`src/design/exec_pkg.sv`:
```
package exec_pkg;

  // Register byte offsets on the slave port
  localparam logic [4:0] OPCODE_OFF = 5'h00;
  localparam logic [4:0] OPERAND_OFF = 5'h04;
  localparam logic [4:0] ACC_OFF = 5'h08;
  localparam logic [4:0] INDEX_OFF = 5'h0c;
  localparam logic [4:0] FLAGS_OFF = 5'h10;
  localparam logic [4:0] STATUS_OFF = 5'h14;
  localparam logic [4:0] MADDR_OFF = 5'h18;
  localparam logic [4:0] MDATA_OFF = 5'h1c;

  // Condition flag positions
  localparam int FLG_C = 0;
  localparam int FLG_Z = 1;
  localparam int FLG_N = 2;
  localparam int FLG_I = 3;
  localparam int FLG_H = 4;

  // Status word layout
  localparam int STAT_BYTES_LSB = 0;
  localparam int STAT_CYC_LSB = 2;
  localparam int STAT_ILL_BIT = 6;
  localparam int STAT_BUSY_BIT = 7;
  localparam int STAT_RES_LSB = 8;

  // Reset values
  localparam logic [7:0] ACC_RST = 8'h00;
  localparam logic [7:0] INDEX_RST = 8'h00;
  localparam logic [15:0] OPERAND_RST = 16'h0000;
  localparam logic [7:0] MADDR_RST = 8'h00;
  localparam logic [4:0] FLAGS_RST = 5'h08;
  localparam logic [7:0] OPCODE_RST = 8'h9d;

  // Opcode low nibbles per operation
  localparam logic [3:0] LD_LO = 4'he;
  localparam logic [3:0] SHL_LO = 4'h8;
  localparam logic [3:0] TWOS_LO = 4'h0;

  // Opcode high nibbles per addressing form
  localparam logic [3:0] HI_IMM = 4'ha;
  localparam logic [3:0] HI_DIR = 4'hb;
  localparam logic [3:0] HI_EXT = 4'hc;
  localparam logic [3:0] HI_IX16 = 4'hd;
  localparam logic [3:0] HI_IX8 = 4'he;
  localparam logic [3:0] HI_IX0 = 4'hf;
  localparam logic [3:0] HI_RMW_DIR = 4'h3;
  localparam logic [3:0] HI_ACC = 4'h4;
  localparam logic [3:0] HI_IDX = 4'h5;
  localparam logic [3:0] HI_RMW_IX8 = 4'h6;
  localparam logic [3:0] HI_RMW_IX0 = 4'h7;

  // Cycle counts
  localparam logic [2:0] LD_IMM_CYC = 3'h2;
  localparam logic [2:0] LD_DIR_CYC = 3'h3;
  localparam logic [2:0] LD_EXT_CYC = 3'h4;
  localparam logic [2:0] LD_IX0_CYC = 3'h3;
  localparam logic [2:0] LD_IX8_CYC = 3'h4;
  localparam logic [2:0] LD_IX16_CYC = 3'h5;
  localparam logic [2:0] RMW_REG_CYC = 3'h3;
  localparam logic [2:0] RMW_DIR_CYC = 3'h5;
  localparam logic [2:0] RMW_IX0_CYC = 3'h5;
  localparam logic [2:0] RMW_IX8_CYC = 3'h6;

  // Instruction lengths
  localparam logic [1:0] ONE_BYTE = 2'h1;
  localparam logic [1:0] TWO_BYTES = 2'h2;
  localparam logic [1:0] THREE_BYTES = 2'h3;

  typedef enum logic [1:0] {OP_NONE, OP_LOAD, OP_SHIFT, OP_TWOS} op_t;
  typedef enum logic [2:0] {M_IMM, M_DIR, M_EXT, M_IX0, M_IX8, M_IX16, M_ACC, M_IDX} mode_t;
  typedef enum logic {ST_IDLE, ST_EXEC} exec_state_t;

  function automatic logic is_zero(input logic [7:0] v);
    return v == 8'h00;
  endfunction : is_zero

endpackage : exec_pkg

```
`src/design/exec_slice.sv`:
```
// What this block does
// RULE1: Load index copies memory byte, sets N Z
// RULE2: Load index opcodes, lengths and cycle counts
// RULE3: Shift left inserts zero, old bit7 to carry
// RULE4: Logical and arithmetic shift are identical
// RULE5: Shift left opcodes, lengths and cycle counts
// RULE6: Negate result is zero minus operand
// RULE7: Negate carry set unless operand was zero
// RULE8: Negative flag equals result bit seven
// RULE9: Zero flag set when result is zero
// RULE10: Negate opcodes, lengths and cycle counts
// RULE11: H and I kept; memory forms write back
module exec_slice (
  input logic clk_in,
  input logic resetn_in,
  input logic [4:0] avs_address_in,
  input logic avs_read_in,
  input logic avs_write_in,
  input logic [31:0] avs_writedata_in,
  input logic [3:0] avs_byteenable_in,
  output logic [31:0] avs_readdata_out,
  output logic avs_waitrequest_out
);

  exec_pkg::exec_state_t state_ff;
  exec_pkg::op_t op_ff;
  exec_pkg::mode_t mode_ff;
  exec_pkg::op_t dec_op;
  exec_pkg::mode_t dec_mode;
  logic [2:0] cnt_ff;
  logic [2:0] cyc_ff;
  logic [2:0] run_len_ff;
  logic [1:0] bytes_ff;
  logic illegal_ff;
  logic [7:0] opc_ff;
  logic [7:0] acc_ff;
  logic [7:0] index_ff;
  logic [7:0] result_ff;
  logic [7:0] maddr_ff;
  logic [4:0] flags_ff;
  logic [4:0] nxt_flags;
  logic [15:0] operand_ff;
  logic [15:0] ea_ff;
  logic [15:0] ea_w;
  logic [1:0] dec_bytes;
  logic [2:0] dec_cyc;
  logic dec_legal;
  logic [7:0] oper_w;
  logic [7:0] res_w;
  logic n_w;
  logic z_w;
  logic c_w;
  logic c_upd_w;
  logic [31:0] status_w;
  logic [31:0] rd_mux_w;
  // Small data store; effective addresses wrap to its size
  logic [7:0] mem_q [0:255];

  // Bus handshake: reads allowed while busy, writes wait for idle
  wire idle_w = state_ff == exec_pkg::ST_IDLE;
  wire req_w = avs_read_in || avs_write_in;
  wire accept_w = req_w && avs_waitrequest_out && (idle_w || avs_read_in);
  wire xfer_w = req_w && !avs_waitrequest_out;
  wire wr_w = avs_write_in && xfer_w;
  wire wr0_w = wr_w && avs_byteenable_in[0];
  wire wr1_w = wr_w && avs_byteenable_in[1];
  wire start_w = wr0_w && avs_address_in == exec_pkg::OPCODE_OFF;
  wire go_w = start_w && dec_legal;
  wire commit_w = !idle_w && cnt_ff == 3'h0;
  wire is_load_w = op_ff == exec_pkg::OP_LOAD;
  wire reg_mode_w = mode_ff == exec_pkg::M_ACC || mode_ff == exec_pkg::M_IDX;
  wire to_acc_w = commit_w && mode_ff == exec_pkg::M_ACC;
  wire to_idx_w = commit_w && (is_load_w || mode_ff == exec_pkg::M_IDX); // [RULE1]
  wire to_mem_w = commit_w && !is_load_w && !reg_mode_w; // [RULE11]

  opcode_decode opcode_decode_i (
    .opc_in(avs_writedata_in[7:0]),
    .op_out(dec_op),
    .mode_out(dec_mode),
    .bytes_out(dec_bytes),
    .cyc_out(dec_cyc),
    .legal_out(dec_legal)
  );

  // Address formed at issue; index cannot change until commit
  assign ea_w = dec_mode == exec_pkg::M_EXT ? operand_ff :
                dec_mode == exec_pkg::M_IX0 ? {8'h00, index_ff} :
                dec_mode == exec_pkg::M_IX8 ? {8'h00, index_ff} + {8'h00, operand_ff[7:0]} :
                dec_mode == exec_pkg::M_IX16 ? {8'h00, index_ff} + operand_ff :
                {8'h00, operand_ff[7:0]};

  assign oper_w = mode_ff == exec_pkg::M_ACC ? acc_ff :
                  mode_ff == exec_pkg::M_IDX ? index_ff :
                  mode_ff == exec_pkg::M_IMM ? operand_ff[7:0] :
                  mem_q[ea_ff[7:0]];

  shift_twos_alu shift_twos_alu_i (
    .op_in(op_ff),
    .val_in(oper_w),
    .res_out(res_w),
    .n_out(n_w),
    .z_out(z_w),
    .c_out(c_w),
    .c_upd_out(c_upd_w)
  );

  always_comb begin
    nxt_flags = flags_ff; // [RULE11]
    nxt_flags[exec_pkg::FLG_N] = n_w; // [RULE8]
    nxt_flags[exec_pkg::FLG_Z] = z_w; // [RULE9]
    nxt_flags[exec_pkg::FLG_C] = c_upd_w ? c_w : flags_ff[exec_pkg::FLG_C]; // [RULE7]
  end

  assign status_w = (32'(bytes_ff) << exec_pkg::STAT_BYTES_LSB)
                  | (32'(cyc_ff) << exec_pkg::STAT_CYC_LSB)
                  | (32'(illegal_ff) << exec_pkg::STAT_ILL_BIT)
                  | (32'(!idle_w) << exec_pkg::STAT_BUSY_BIT)
                  | (32'(result_ff) << exec_pkg::STAT_RES_LSB);

  assign rd_mux_w = avs_address_in == exec_pkg::OPCODE_OFF ? {24'h000000, opc_ff} :
                    avs_address_in == exec_pkg::OPERAND_OFF ? {16'h0000, operand_ff} :
                    avs_address_in == exec_pkg::ACC_OFF ? {24'h000000, acc_ff} :
                    avs_address_in == exec_pkg::INDEX_OFF ? {24'h000000, index_ff} :
                    avs_address_in == exec_pkg::FLAGS_OFF ? {27'h0000000, flags_ff} :
                    avs_address_in == exec_pkg::STATUS_OFF ? status_w :
                    avs_address_in == exec_pkg::MADDR_OFF ? {24'h000000, maddr_ff} :
                    avs_address_in == exec_pkg::MDATA_OFF ? {24'h000000, mem_q[maddr_ff]} :
                    32'h00000000;

  // Answer one cycle after a request is seen
  always_ff @(posedge clk_in or negedge resetn_in) begin
    if (!resetn_in) begin
      avs_waitrequest_out <= 1'b1;
      avs_readdata_out <= 32'h00000000;
    end else begin
      avs_waitrequest_out <= !accept_w;
      if (accept_w) begin
        avs_readdata_out <= rd_mux_w;
      end
    end
  end

  always_ff @(posedge clk_in or negedge resetn_in) begin
    if (!resetn_in) begin
      state_ff <= exec_pkg::ST_IDLE;
      cnt_ff <= 3'h0;
      op_ff <= exec_pkg::OP_NONE;
      mode_ff <= exec_pkg::M_IMM;
      ea_ff <= 16'h0000;
      opc_ff <= exec_pkg::OPCODE_RST;
    end else if (go_w) begin
      state_ff <= exec_pkg::ST_EXEC;
      cnt_ff <= dec_cyc - 3'h1; // [RULE2] [RULE5] [RULE10]
      op_ff <= dec_op;
      mode_ff <= dec_mode;
      ea_ff <= ea_w; // [RULE11]
      opc_ff <= avs_writedata_in[7:0];
    end else if (commit_w) begin
      state_ff <= exec_pkg::ST_IDLE;
    end else if (!idle_w) begin
      cnt_ff <= cnt_ff - 3'h1;
    end
  end

  always_ff @(posedge clk_in or negedge resetn_in) begin
    if (!resetn_in) begin
      illegal_ff <= 1'b0;
      bytes_ff <= 2'h0;
      cyc_ff <= 3'h0;
      result_ff <= 8'h00;
    end else if (start_w) begin
      illegal_ff <= !dec_legal;
      bytes_ff <= dec_bytes;
      cyc_ff <= dec_cyc;
    end else if (commit_w) begin
      result_ff <= res_w;
    end
  end

  // Busy length, read by a check and by nothing else
  always_ff @(posedge clk_in or negedge resetn_in) begin
    if (!resetn_in) begin
      run_len_ff <= 3'h0;
    end else begin
      run_len_ff <= idle_w ? 3'h0 : run_len_ff + 3'h1;
    end
  end

  always_ff @(posedge clk_in or negedge resetn_in) begin
    if (!resetn_in) begin
      acc_ff <= exec_pkg::ACC_RST;
    end else if (to_acc_w) begin
      acc_ff <= res_w;
    end else if (wr0_w && avs_address_in == exec_pkg::ACC_OFF) begin
      acc_ff <= avs_writedata_in[7:0];
    end
  end

  always_ff @(posedge clk_in or negedge resetn_in) begin
    if (!resetn_in) begin
      index_ff <= exec_pkg::INDEX_RST;
    end else if (to_idx_w) begin
      index_ff <= res_w; // [RULE1]
    end else if (wr0_w && avs_address_in == exec_pkg::INDEX_OFF) begin
      index_ff <= avs_writedata_in[7:0];
    end
  end

  always_ff @(posedge clk_in or negedge resetn_in) begin
    if (!resetn_in) begin
      flags_ff <= exec_pkg::FLAGS_RST;
    end else if (commit_w) begin
      flags_ff <= nxt_flags;
    end else if (wr0_w && avs_address_in == exec_pkg::FLAGS_OFF) begin
      flags_ff <= avs_writedata_in[4:0];
    end
  end

  always_ff @(posedge clk_in or negedge resetn_in) begin
    if (!resetn_in) begin
      operand_ff <= exec_pkg::OPERAND_RST;
      maddr_ff <= exec_pkg::MADDR_RST;
    end else begin
      if (wr0_w && avs_address_in == exec_pkg::OPERAND_OFF) begin
        operand_ff[7:0] <= avs_writedata_in[7:0];
      end
      if (wr1_w && avs_address_in == exec_pkg::OPERAND_OFF) begin
        operand_ff[15:8] <= avs_writedata_in[15:8];
      end
      if (wr0_w && avs_address_in == exec_pkg::MADDR_OFF) begin
        maddr_ff <= avs_writedata_in[7:0];
      end
    end
  end

  always_ff @(posedge clk_in) begin
    if (to_mem_w) begin
      mem_q[ea_ff[7:0]] <= res_w; // [RULE11]
    end else if (wr0_w && avs_address_in == exec_pkg::MDATA_OFF) begin
      mem_q[maddr_ff] <= avs_writedata_in[7:0];
    end
  end

  index_load_a: assert property ( // [RULE1]
    @(posedge clk_in) disable iff (!resetn_in)
    commit_w && is_load_w |=> index_ff == $past(oper_w) &&
      flags_ff[exec_pkg::FLG_C] == $past(flags_ff[exec_pkg::FLG_C]))
    else $error("index load wrong or carry touched");

  busy_length_a: assert property ( // [RULE2]
    @(posedge clk_in) disable iff (!resetn_in)
    idle_w && $past(!idle_w) |-> run_len_ff == cyc_ff)
    else $error("busy length differs from cycle count");

  load_imm_dec_a: assert property ( // [RULE2]
    @(posedge clk_in) disable iff (!resetn_in)
    go_w && avs_writedata_in[7:0] == {exec_pkg::HI_IMM, exec_pkg::LD_LO}
      |=> !idle_w ##1 !idle_w ##1 idle_w && bytes_ff == exec_pkg::TWO_BYTES)
    else $error("immediate load timing wrong");

  shift_carry_a: assert property ( // [RULE3]
    @(posedge clk_in) disable iff (!resetn_in)
    commit_w && op_ff == exec_pkg::OP_SHIFT |=>
      result_ff == {$past(oper_w[6:0]), 1'b0} &&
      flags_ff[exec_pkg::FLG_C] == $past(oper_w[7]))
    else $error("shift result or carry wrong");

  shift_decode_a: assert property ( // [RULE5]
    @(posedge clk_in) disable iff (!resetn_in)
    start_w && avs_writedata_in[7:0] == {exec_pkg::HI_RMW_IX8, exec_pkg::SHL_LO}
      |-> dec_op == exec_pkg::OP_SHIFT && dec_cyc == 3'h6 && dec_bytes == 2'h2)
    else $error("indexed shift decode wrong");

  twos_value_a: assert property ( // [RULE6]
    @(posedge clk_in) disable iff (!resetn_in)
    commit_w && op_ff == exec_pkg::OP_TWOS |=> result_ff + $past(oper_w) == 8'h00)
    else $error("negate result wrong");

  twos_carry_a: assert property ( // [RULE7]
    @(posedge clk_in) disable iff (!resetn_in)
    commit_w && op_ff == exec_pkg::OP_TWOS |=>
      flags_ff[exec_pkg::FLG_C] == ($past(oper_w) != 8'h00))
    else $error("negate borrow wrong");

  neg_flag_a: assert property ( // [RULE8]
    @(posedge clk_in) disable iff (!resetn_in)
    commit_w |=> flags_ff[exec_pkg::FLG_N] == result_ff[7])
    else $error("negative flag wrong");

  zero_flag_a: assert property ( // [RULE9]
    @(posedge clk_in) disable iff (!resetn_in)
    commit_w |=> flags_ff[exec_pkg::FLG_Z] == (result_ff == 8'h00))
    else $error("zero flag wrong");

  twos_decode_a: assert property ( // [RULE10]
    @(posedge clk_in) disable iff (!resetn_in)
    start_w && avs_writedata_in[7:0] == {exec_pkg::HI_RMW_DIR, exec_pkg::TWOS_LO}
      |-> dec_op == exec_pkg::OP_TWOS && dec_cyc == 3'h5 && dec_bytes == 2'h2)
    else $error("direct negate decode wrong");

  mem_writeback_a: assert property ( // [RULE11]
    @(posedge clk_in) disable iff (!resetn_in)
    to_mem_w |=> mem_q[$past(ea_ff[7:0])] == result_ff &&
      flags_ff[exec_pkg::FLG_H] == $past(flags_ff[exec_pkg::FLG_H]) &&
      flags_ff[exec_pkg::FLG_I] == $past(flags_ff[exec_pkg::FLG_I]))
    else $error("write back or mask bits wrong");

endmodule : exec_slice

```
`src/design/opcode_decode.sv`:
```
module opcode_decode (
  input logic [7:0] opc_in,
  output exec_pkg::op_t op_out,
  output exec_pkg::mode_t mode_out,
  output logic [1:0] bytes_out,
  output logic [2:0] cyc_out,
  output logic legal_out
);

  wire [3:0] hi_w = opc_in[7:4];
  wire [3:0] lo_w = opc_in[3:0];
  wire ld_hi_w = hi_w >= exec_pkg::HI_IMM;
  wire rmw_hi_w = hi_w >= exec_pkg::HI_RMW_DIR && hi_w <= exec_pkg::HI_RMW_IX0;
  wire is_ld_w = ld_hi_w && lo_w == exec_pkg::LD_LO;
  wire is_shl_w = rmw_hi_w && lo_w == exec_pkg::SHL_LO;
  wire is_twos_w = rmw_hi_w && lo_w == exec_pkg::TWOS_LO;

  assign legal_out = is_ld_w || is_shl_w || is_twos_w;
  assign op_out = is_ld_w ? exec_pkg::OP_LOAD : // [RULE2]
                  is_shl_w ? exec_pkg::OP_SHIFT : // [RULE4] [RULE5]
                  is_twos_w ? exec_pkg::OP_TWOS : exec_pkg::OP_NONE; // [RULE10]

  always_comb begin
    unique case (hi_w)
      exec_pkg::HI_IMM: mode_out = exec_pkg::M_IMM;
      exec_pkg::HI_DIR: mode_out = exec_pkg::M_DIR;
      exec_pkg::HI_EXT: mode_out = exec_pkg::M_EXT;
      exec_pkg::HI_IX16: mode_out = exec_pkg::M_IX16;
      exec_pkg::HI_IX8: mode_out = exec_pkg::M_IX8;
      exec_pkg::HI_IX0: mode_out = exec_pkg::M_IX0;
      exec_pkg::HI_RMW_DIR: mode_out = exec_pkg::M_DIR;
      exec_pkg::HI_ACC: mode_out = exec_pkg::M_ACC;
      exec_pkg::HI_IDX: mode_out = exec_pkg::M_IDX;
      exec_pkg::HI_RMW_IX8: mode_out = exec_pkg::M_IX8;
      exec_pkg::HI_RMW_IX0: mode_out = exec_pkg::M_IX0;
      default: mode_out = exec_pkg::M_IMM;
    endcase
  end

  always_comb begin
    unique case (mode_out)
      exec_pkg::M_IMM: cyc_out = exec_pkg::LD_IMM_CYC; // [RULE2]
      exec_pkg::M_DIR: cyc_out = is_ld_w ? exec_pkg::LD_DIR_CYC : exec_pkg::RMW_DIR_CYC;
      exec_pkg::M_EXT: cyc_out = exec_pkg::LD_EXT_CYC;
      exec_pkg::M_IX0: cyc_out = is_ld_w ? exec_pkg::LD_IX0_CYC : exec_pkg::RMW_IX0_CYC;
      exec_pkg::M_IX8: cyc_out = is_ld_w ? exec_pkg::LD_IX8_CYC : exec_pkg::RMW_IX8_CYC;
      exec_pkg::M_IX16: cyc_out = exec_pkg::LD_IX16_CYC;
      exec_pkg::M_ACC: cyc_out = exec_pkg::RMW_REG_CYC; // [RULE5] [RULE10]
      exec_pkg::M_IDX: cyc_out = exec_pkg::RMW_REG_CYC;
    endcase
  end

  always_comb begin
    unique case (mode_out)
      exec_pkg::M_IMM: bytes_out = exec_pkg::TWO_BYTES;
      exec_pkg::M_DIR: bytes_out = exec_pkg::TWO_BYTES;
      exec_pkg::M_EXT: bytes_out = exec_pkg::THREE_BYTES;
      exec_pkg::M_IX0: bytes_out = exec_pkg::ONE_BYTE;
      exec_pkg::M_IX8: bytes_out = exec_pkg::TWO_BYTES;
      exec_pkg::M_IX16: bytes_out = exec_pkg::THREE_BYTES;
      exec_pkg::M_ACC: bytes_out = exec_pkg::ONE_BYTE;
      exec_pkg::M_IDX: bytes_out = exec_pkg::ONE_BYTE;
    endcase
  end

endmodule : opcode_decode

```
`src/design/shift_twos_alu.sv`:
```
module shift_twos_alu (
  input exec_pkg::op_t op_in,
  input logic [7:0] val_in,
  output logic [7:0] res_out,
  output logic n_out,
  output logic z_out,
  output logic c_out,
  output logic c_upd_out
);

  // One shift path serves both shift names
  wire [7:0] shl_w = {val_in[6:0], 1'b0}; // [RULE3] [RULE4]
  wire [7:0] twos_w = 8'h00 - val_in; // [RULE6]

  assign res_out = op_in == exec_pkg::OP_SHIFT ? shl_w :
                   op_in == exec_pkg::OP_TWOS ? twos_w : val_in; // [RULE1]
  assign n_out = res_out[7]; // [RULE8]
  assign z_out = exec_pkg::is_zero(res_out); // [RULE9]
  assign c_out = op_in == exec_pkg::OP_SHIFT ? val_in[7] : !exec_pkg::is_zero(val_in); // [RULE3] [RULE7]
  // Load leaves carry alone
  assign c_upd_out = op_in == exec_pkg::OP_SHIFT || op_in == exec_pkg::OP_TWOS; // [RULE1]

endmodule : shift_twos_alu

```
`config.mk`:
```
export PLATFORM = sky130hd
export DESIGN_NAME = exec_slice
export DESIGN_NICKNAME = d
export VERILOG_FILES = /design/src/design/exec_pkg.sv /design/src/design/exec_slice.sv /design/src/design/opcode_decode.sv /design/src/design/shift_twos_alu.sv
export SDC_FILE = /design/constraint.sdc
export NUM_CORES = 2
export LEC_CHECK = 0
export BUFFER_PORTS_ARGS = -buffer_cell sky130_fd_sc_hd__buf_4
export CORE_MARGIN = 4
export CORE_UTILIZATION = 55
export CTS_CLUSTER_SIZE = 25
export DETAILED_ROUTE_END_ITERATION = 6
export GPL_ROUTABILITY_DRIVEN = 0
export PLACE_DENSITY = 0.71
export SLEW_MARGIN = 0
export SYNTH_ARGS = -nofsm -noshare
export SYNTH_HDL_FRONTEND = slang
export SYNTH_SLANG_ARGS = --single-unit
```
`constraint.sdc`:
```
create_clock -name clk_in -period 19.6 [get_ports clk_in]
set_input_delay 0.98 -clock clk_in [delete_from_list [all_inputs] [get_ports clk_in]]
set_output_delay 0.98 -clock clk_in [all_outputs]
set_load 0.01 [all_outputs]
```
==> impl_metrics.env <==
export IMPL_status="finished with violations"
export IMPL_violations="DRC, capacitance limit"
export IMPL_multi_input_area_um2=35700
export IMPL_r2r_slack_ps=9820
export IMPL_ys_seq_elements=2149
export IMPL_drt_pass1_iter_count=7
export IMPL_syn_inst=5345
export IMPL_rsz0062_at_grt="no"
export IMPL_cp_arrival_ps=10240
export IMPL_synth_area_top_cells="edfxtp_1, mux4_2, dfrtp_1"
export IMPL_endpoint_kind="flip-flop"
export IMPL_synth_seq_area_share_pct=62.8
export IMPL_setup_tns_ps=0
export IMPL_power_leakage_nw=32.2
export IMPL_wl_per_cell_um=40.2
export IMPL_period_needed_ps=9780
export IMPL_cts_sinks=2149
export IMPL_cts_made_buffers=217
export IMPL_start_util_pct=55.5
export IMPL_r2r_start="ea_ff[0]"
export IMPL_io_pins=78
export IMPL_cts_clk_slew_worst_paths_ps=60
export IMPL_grt_first_pass_wirelength_mm=453
export IMPL_grtUsageMet2_pct=49.2
export IMPL_ant_nets=0
export IMPL_synth_area_leader_cell="edfxtp_1"
export IMPL_hold_violations=0
export IMPL_cts_buffer_depth=3
export IMPL_max_vdd_ir_drop_mv=0.0850
export IMPL_die_h_um=439
export IMPL_clk_latency_ps=870
export IMPL_seq_area_um2=64100
export IMPL_dpl_worst_slack_ps=10050
export IMPL_rr_worst_depth=18
export IMPL_netlist_cell_type_count=87
export IMPL_synthArstFlopShare_pct=4.70
export IMPL_worst_slack_ps=9820
export IMPL_die_x_um=439
export IMPL_whs_ps=107
export IMPL_vias_per_cell=7.51
export IMPL_hold_buffers=0
export IMPL_drive_above_1_share_pct=31.7
export IMPL_synth_edf_count=2048
export IMPL_post_dp_hpwl_mm=201
export IMPL_cp_slowest_cell="dfrtp_4"
export IMPL_grt_use_met3_pct=12.2
export IMPL_area_delta_synth_final_pct=9.42
export IMPL_clockRootBuffer="clkbuf_16"
export IMPL_setup_worst_path_class="flip-flop to flip-flop"
export IMPL_fin_util_pct=60.7
export IMPL_layout_commonest_cell="edfxtp_1"
export IMPL_power_density_nw_per_um2=90.6
export IMPL_post_cts_buffers=0
export IMPL_portBuffers=43
export IMPL_critPathRequiredTime_ps=20070
export IMPL_htree_levels=4
export IMPL_synth_cell_area_um2=102000
export IMPL_fmax_mhz=102
export IMPL_dr_first_iter_drc_count=9812
export IMPL_drc_errors=6
export IMPL_crit_path_max_incr_delay_ps=1010
export IMPL_finalCritPeriodShare_pct=49.9
export IMPL_timing_rr_end="mem_q[121][2]"
export IMPL_die_area_um2=192000
export IMPL_skew_ps=49.1
export IMPL_synth_flop_cell="edfxtp_1"
export IMPL_min_path_type="input pin to async pin"
export IMPL_slew_viol_final=0
export IMPL_crit_chain="buf_4 -> buf_4 -> buf_4 -> mux4_2 -> mux2i_1 -> a32o_1 -> nor4_1 -> or3_1 -> a31oi_1 -> or2_2 -> ha_1 -> nor2_1 -> a221oi_1 -> buf_4 -> nand2_1 -> nand2_4 -> buf_4 -> buf_4"
export IMPL_grt_start_max_net_pins=257
export IMPL_crit_family="buffers and inverters"
export IMPL_yosysTopAreaCellShare_pct=60.3
export IMPL_syn_area_per_cell_um2=19.1
export IMPL_final_cell_mix="edfxtp_1, mux4_2, nor2_1"
export IMPL_tightest_slew_ps=1470
export IMPL_nets=5397
export IMPL_cp_buffers_inverters=6
export IMPL_ys_warn_count=0
export IMPL_grt_pass1_vias=58900
export IMPL_num_rows=157
export IMPL_nFillCells=12900
export IMPL_ctsResizeCount=0
export IMPL_critPathMaxFanout=104
export IMPL_cp_common_cell="buf_4"
export IMPL_antenna_found_initial=26
export IMPL_cp_start_kind="flip-flop"
export IMPL_cts_tree="built"
export IMPL_vias=60000
export IMPL_maxCapViolations=1
export IMPL_grt_use_total_pct=33.6
export IMPL_drt_total_wl_mm=322
export IMPL_max_slew_margin_rel_pct=1.91
export IMPL_grt_busiest_layer="met2"
export IMPL_core_um2=184000
export IMPL_grt_overflow=0
export IMPL_setup_viol=0
export IMPL_grt_use_met1_pct=44.7
## cell families (layout without fill, tap and decap cells)
kind of cell    Yosys count  in the layout  synth area share (%)
compound gates          543            543                  3.66
buf+inv                 462            617                  2.40
xor+xnor                  6              6                0.0516
mux                    1399           1399                  27.6
flops                  2149           2149                  62.8
fa+ha+maj                13             13                 0.167
simple gates            772            772                  3.36
other cells               1             33               0.00368
## synthesized netlist by cell type (all sizes together) (4+ instances only)
master,count
o31ai,7
ha,12
o211ai,12
inv,20
a311oi,9
buf,229
a22oi,91
o2111ai,4
a211o,7
mux2i,235
o21ai,75
dfrtp,94
a2111oi,19
nand3b,12
edfxtp,2048
a221oi,25
clkbuf,211
mux2,42
nand2,217
nor2,356
or2,6
nand4,10
nor2b,28
a211oi,36
a21o,4
a32oi,5
and3,11
mux4,1122
a31oi,30
nor3,35
or3,11
a22o,9
o221ai,24
nand2b,11
nor4,15
o22ai,47
a21oi,110
nand3,22
and2,19
dfstp,7
## sequential cells by signal, summed over array words and instances (netlist names)
| register | flops |
|---|---|
| mem_q | 2048 |
| avs_readdata_out | 16 |
| operand_ff | 16 |
| acc_ff | 8 |
| ea_ff | 8 |
| index_ff | 8 |
| maddr_ff | 8 |
| opc_ff | 8 |
| result_ff | 8 |
| flags_ff | 5 |
| cnt_ff | 3 |
| cyc_ff | 3 |
| mode_ff | 3 |
| bytes_ff | 2 |
| op_ff | 2 |
| avs_waitrequest_out | 1 |
| illegal_ff | 1 |
| state_ff | 1 |
## metal layers
layer / share of wire, % / vias up / routed length [um]
li1: - / 22800 / -
met1: 34 / 31300 / 109000
met2: 45 / 4860 / 145000
met3: 15 / 1034 / 47200
met4: 6.3 / 10 / 20300
met5: 0.018 / - / 57
## area by class of cell
cell class                      instances  share of cell area [%]
Multi-Input combinational cell       2749                    32.0
Inverter                               22                  0.0785
Clock inverter                        125                    1.06
Tap cell                             2464                    2.76
Clock buffer                          270                    5.13
Sequential cell                      2149                    57.4
Timing Repair Buffer                  200                    1.46
Antenna cell                           17                  0.0381
## through the flow
step / std cells / power [mW] / area [um^2]
floorplan: 5360 / 5.79 / 102000
global placement: 7584 / 6.05 / 105000
detailed placement: 7584 / 6.06 / 105000
CTS: 7979 / 10.1 / 112000
global route: 7983 / 10.3 / 112000
finish: 7996 / 10.1 / 112000
## where the power goes
| group | leakage [nW] | switching [mW] | internal, mW | total (mW) |
|---|---|---|---|---|
| sequential | 19.3 | 0.0376 | 5.10 | 5.14 |
| clock | 3.36 | 1.79 | 2.33 | 4.12 |
| combinational | 9.57 | 0.518 | 0.329 | 0.847 |
## how the worst max path moves through the flow
stage	cells after the start	endpoint	slack (ps)	from
finish	18	mem_q[121][2]	9820	ea_ff[0]
global route	18	mem_q[121][2]	9370	ea_ff[0]
CTS	18	mem_q[121][2]	10050	ea_ff[0]
global placement	18	mem_q[120][2]	10250	ea_ff[0]
detailed placement	18	mem_q[121][2]	10050	ea_ff[0]
floorplan	16	mem_q[0][6]	4140	ea_ff[1]
Power figures use the tool's default switching activity.
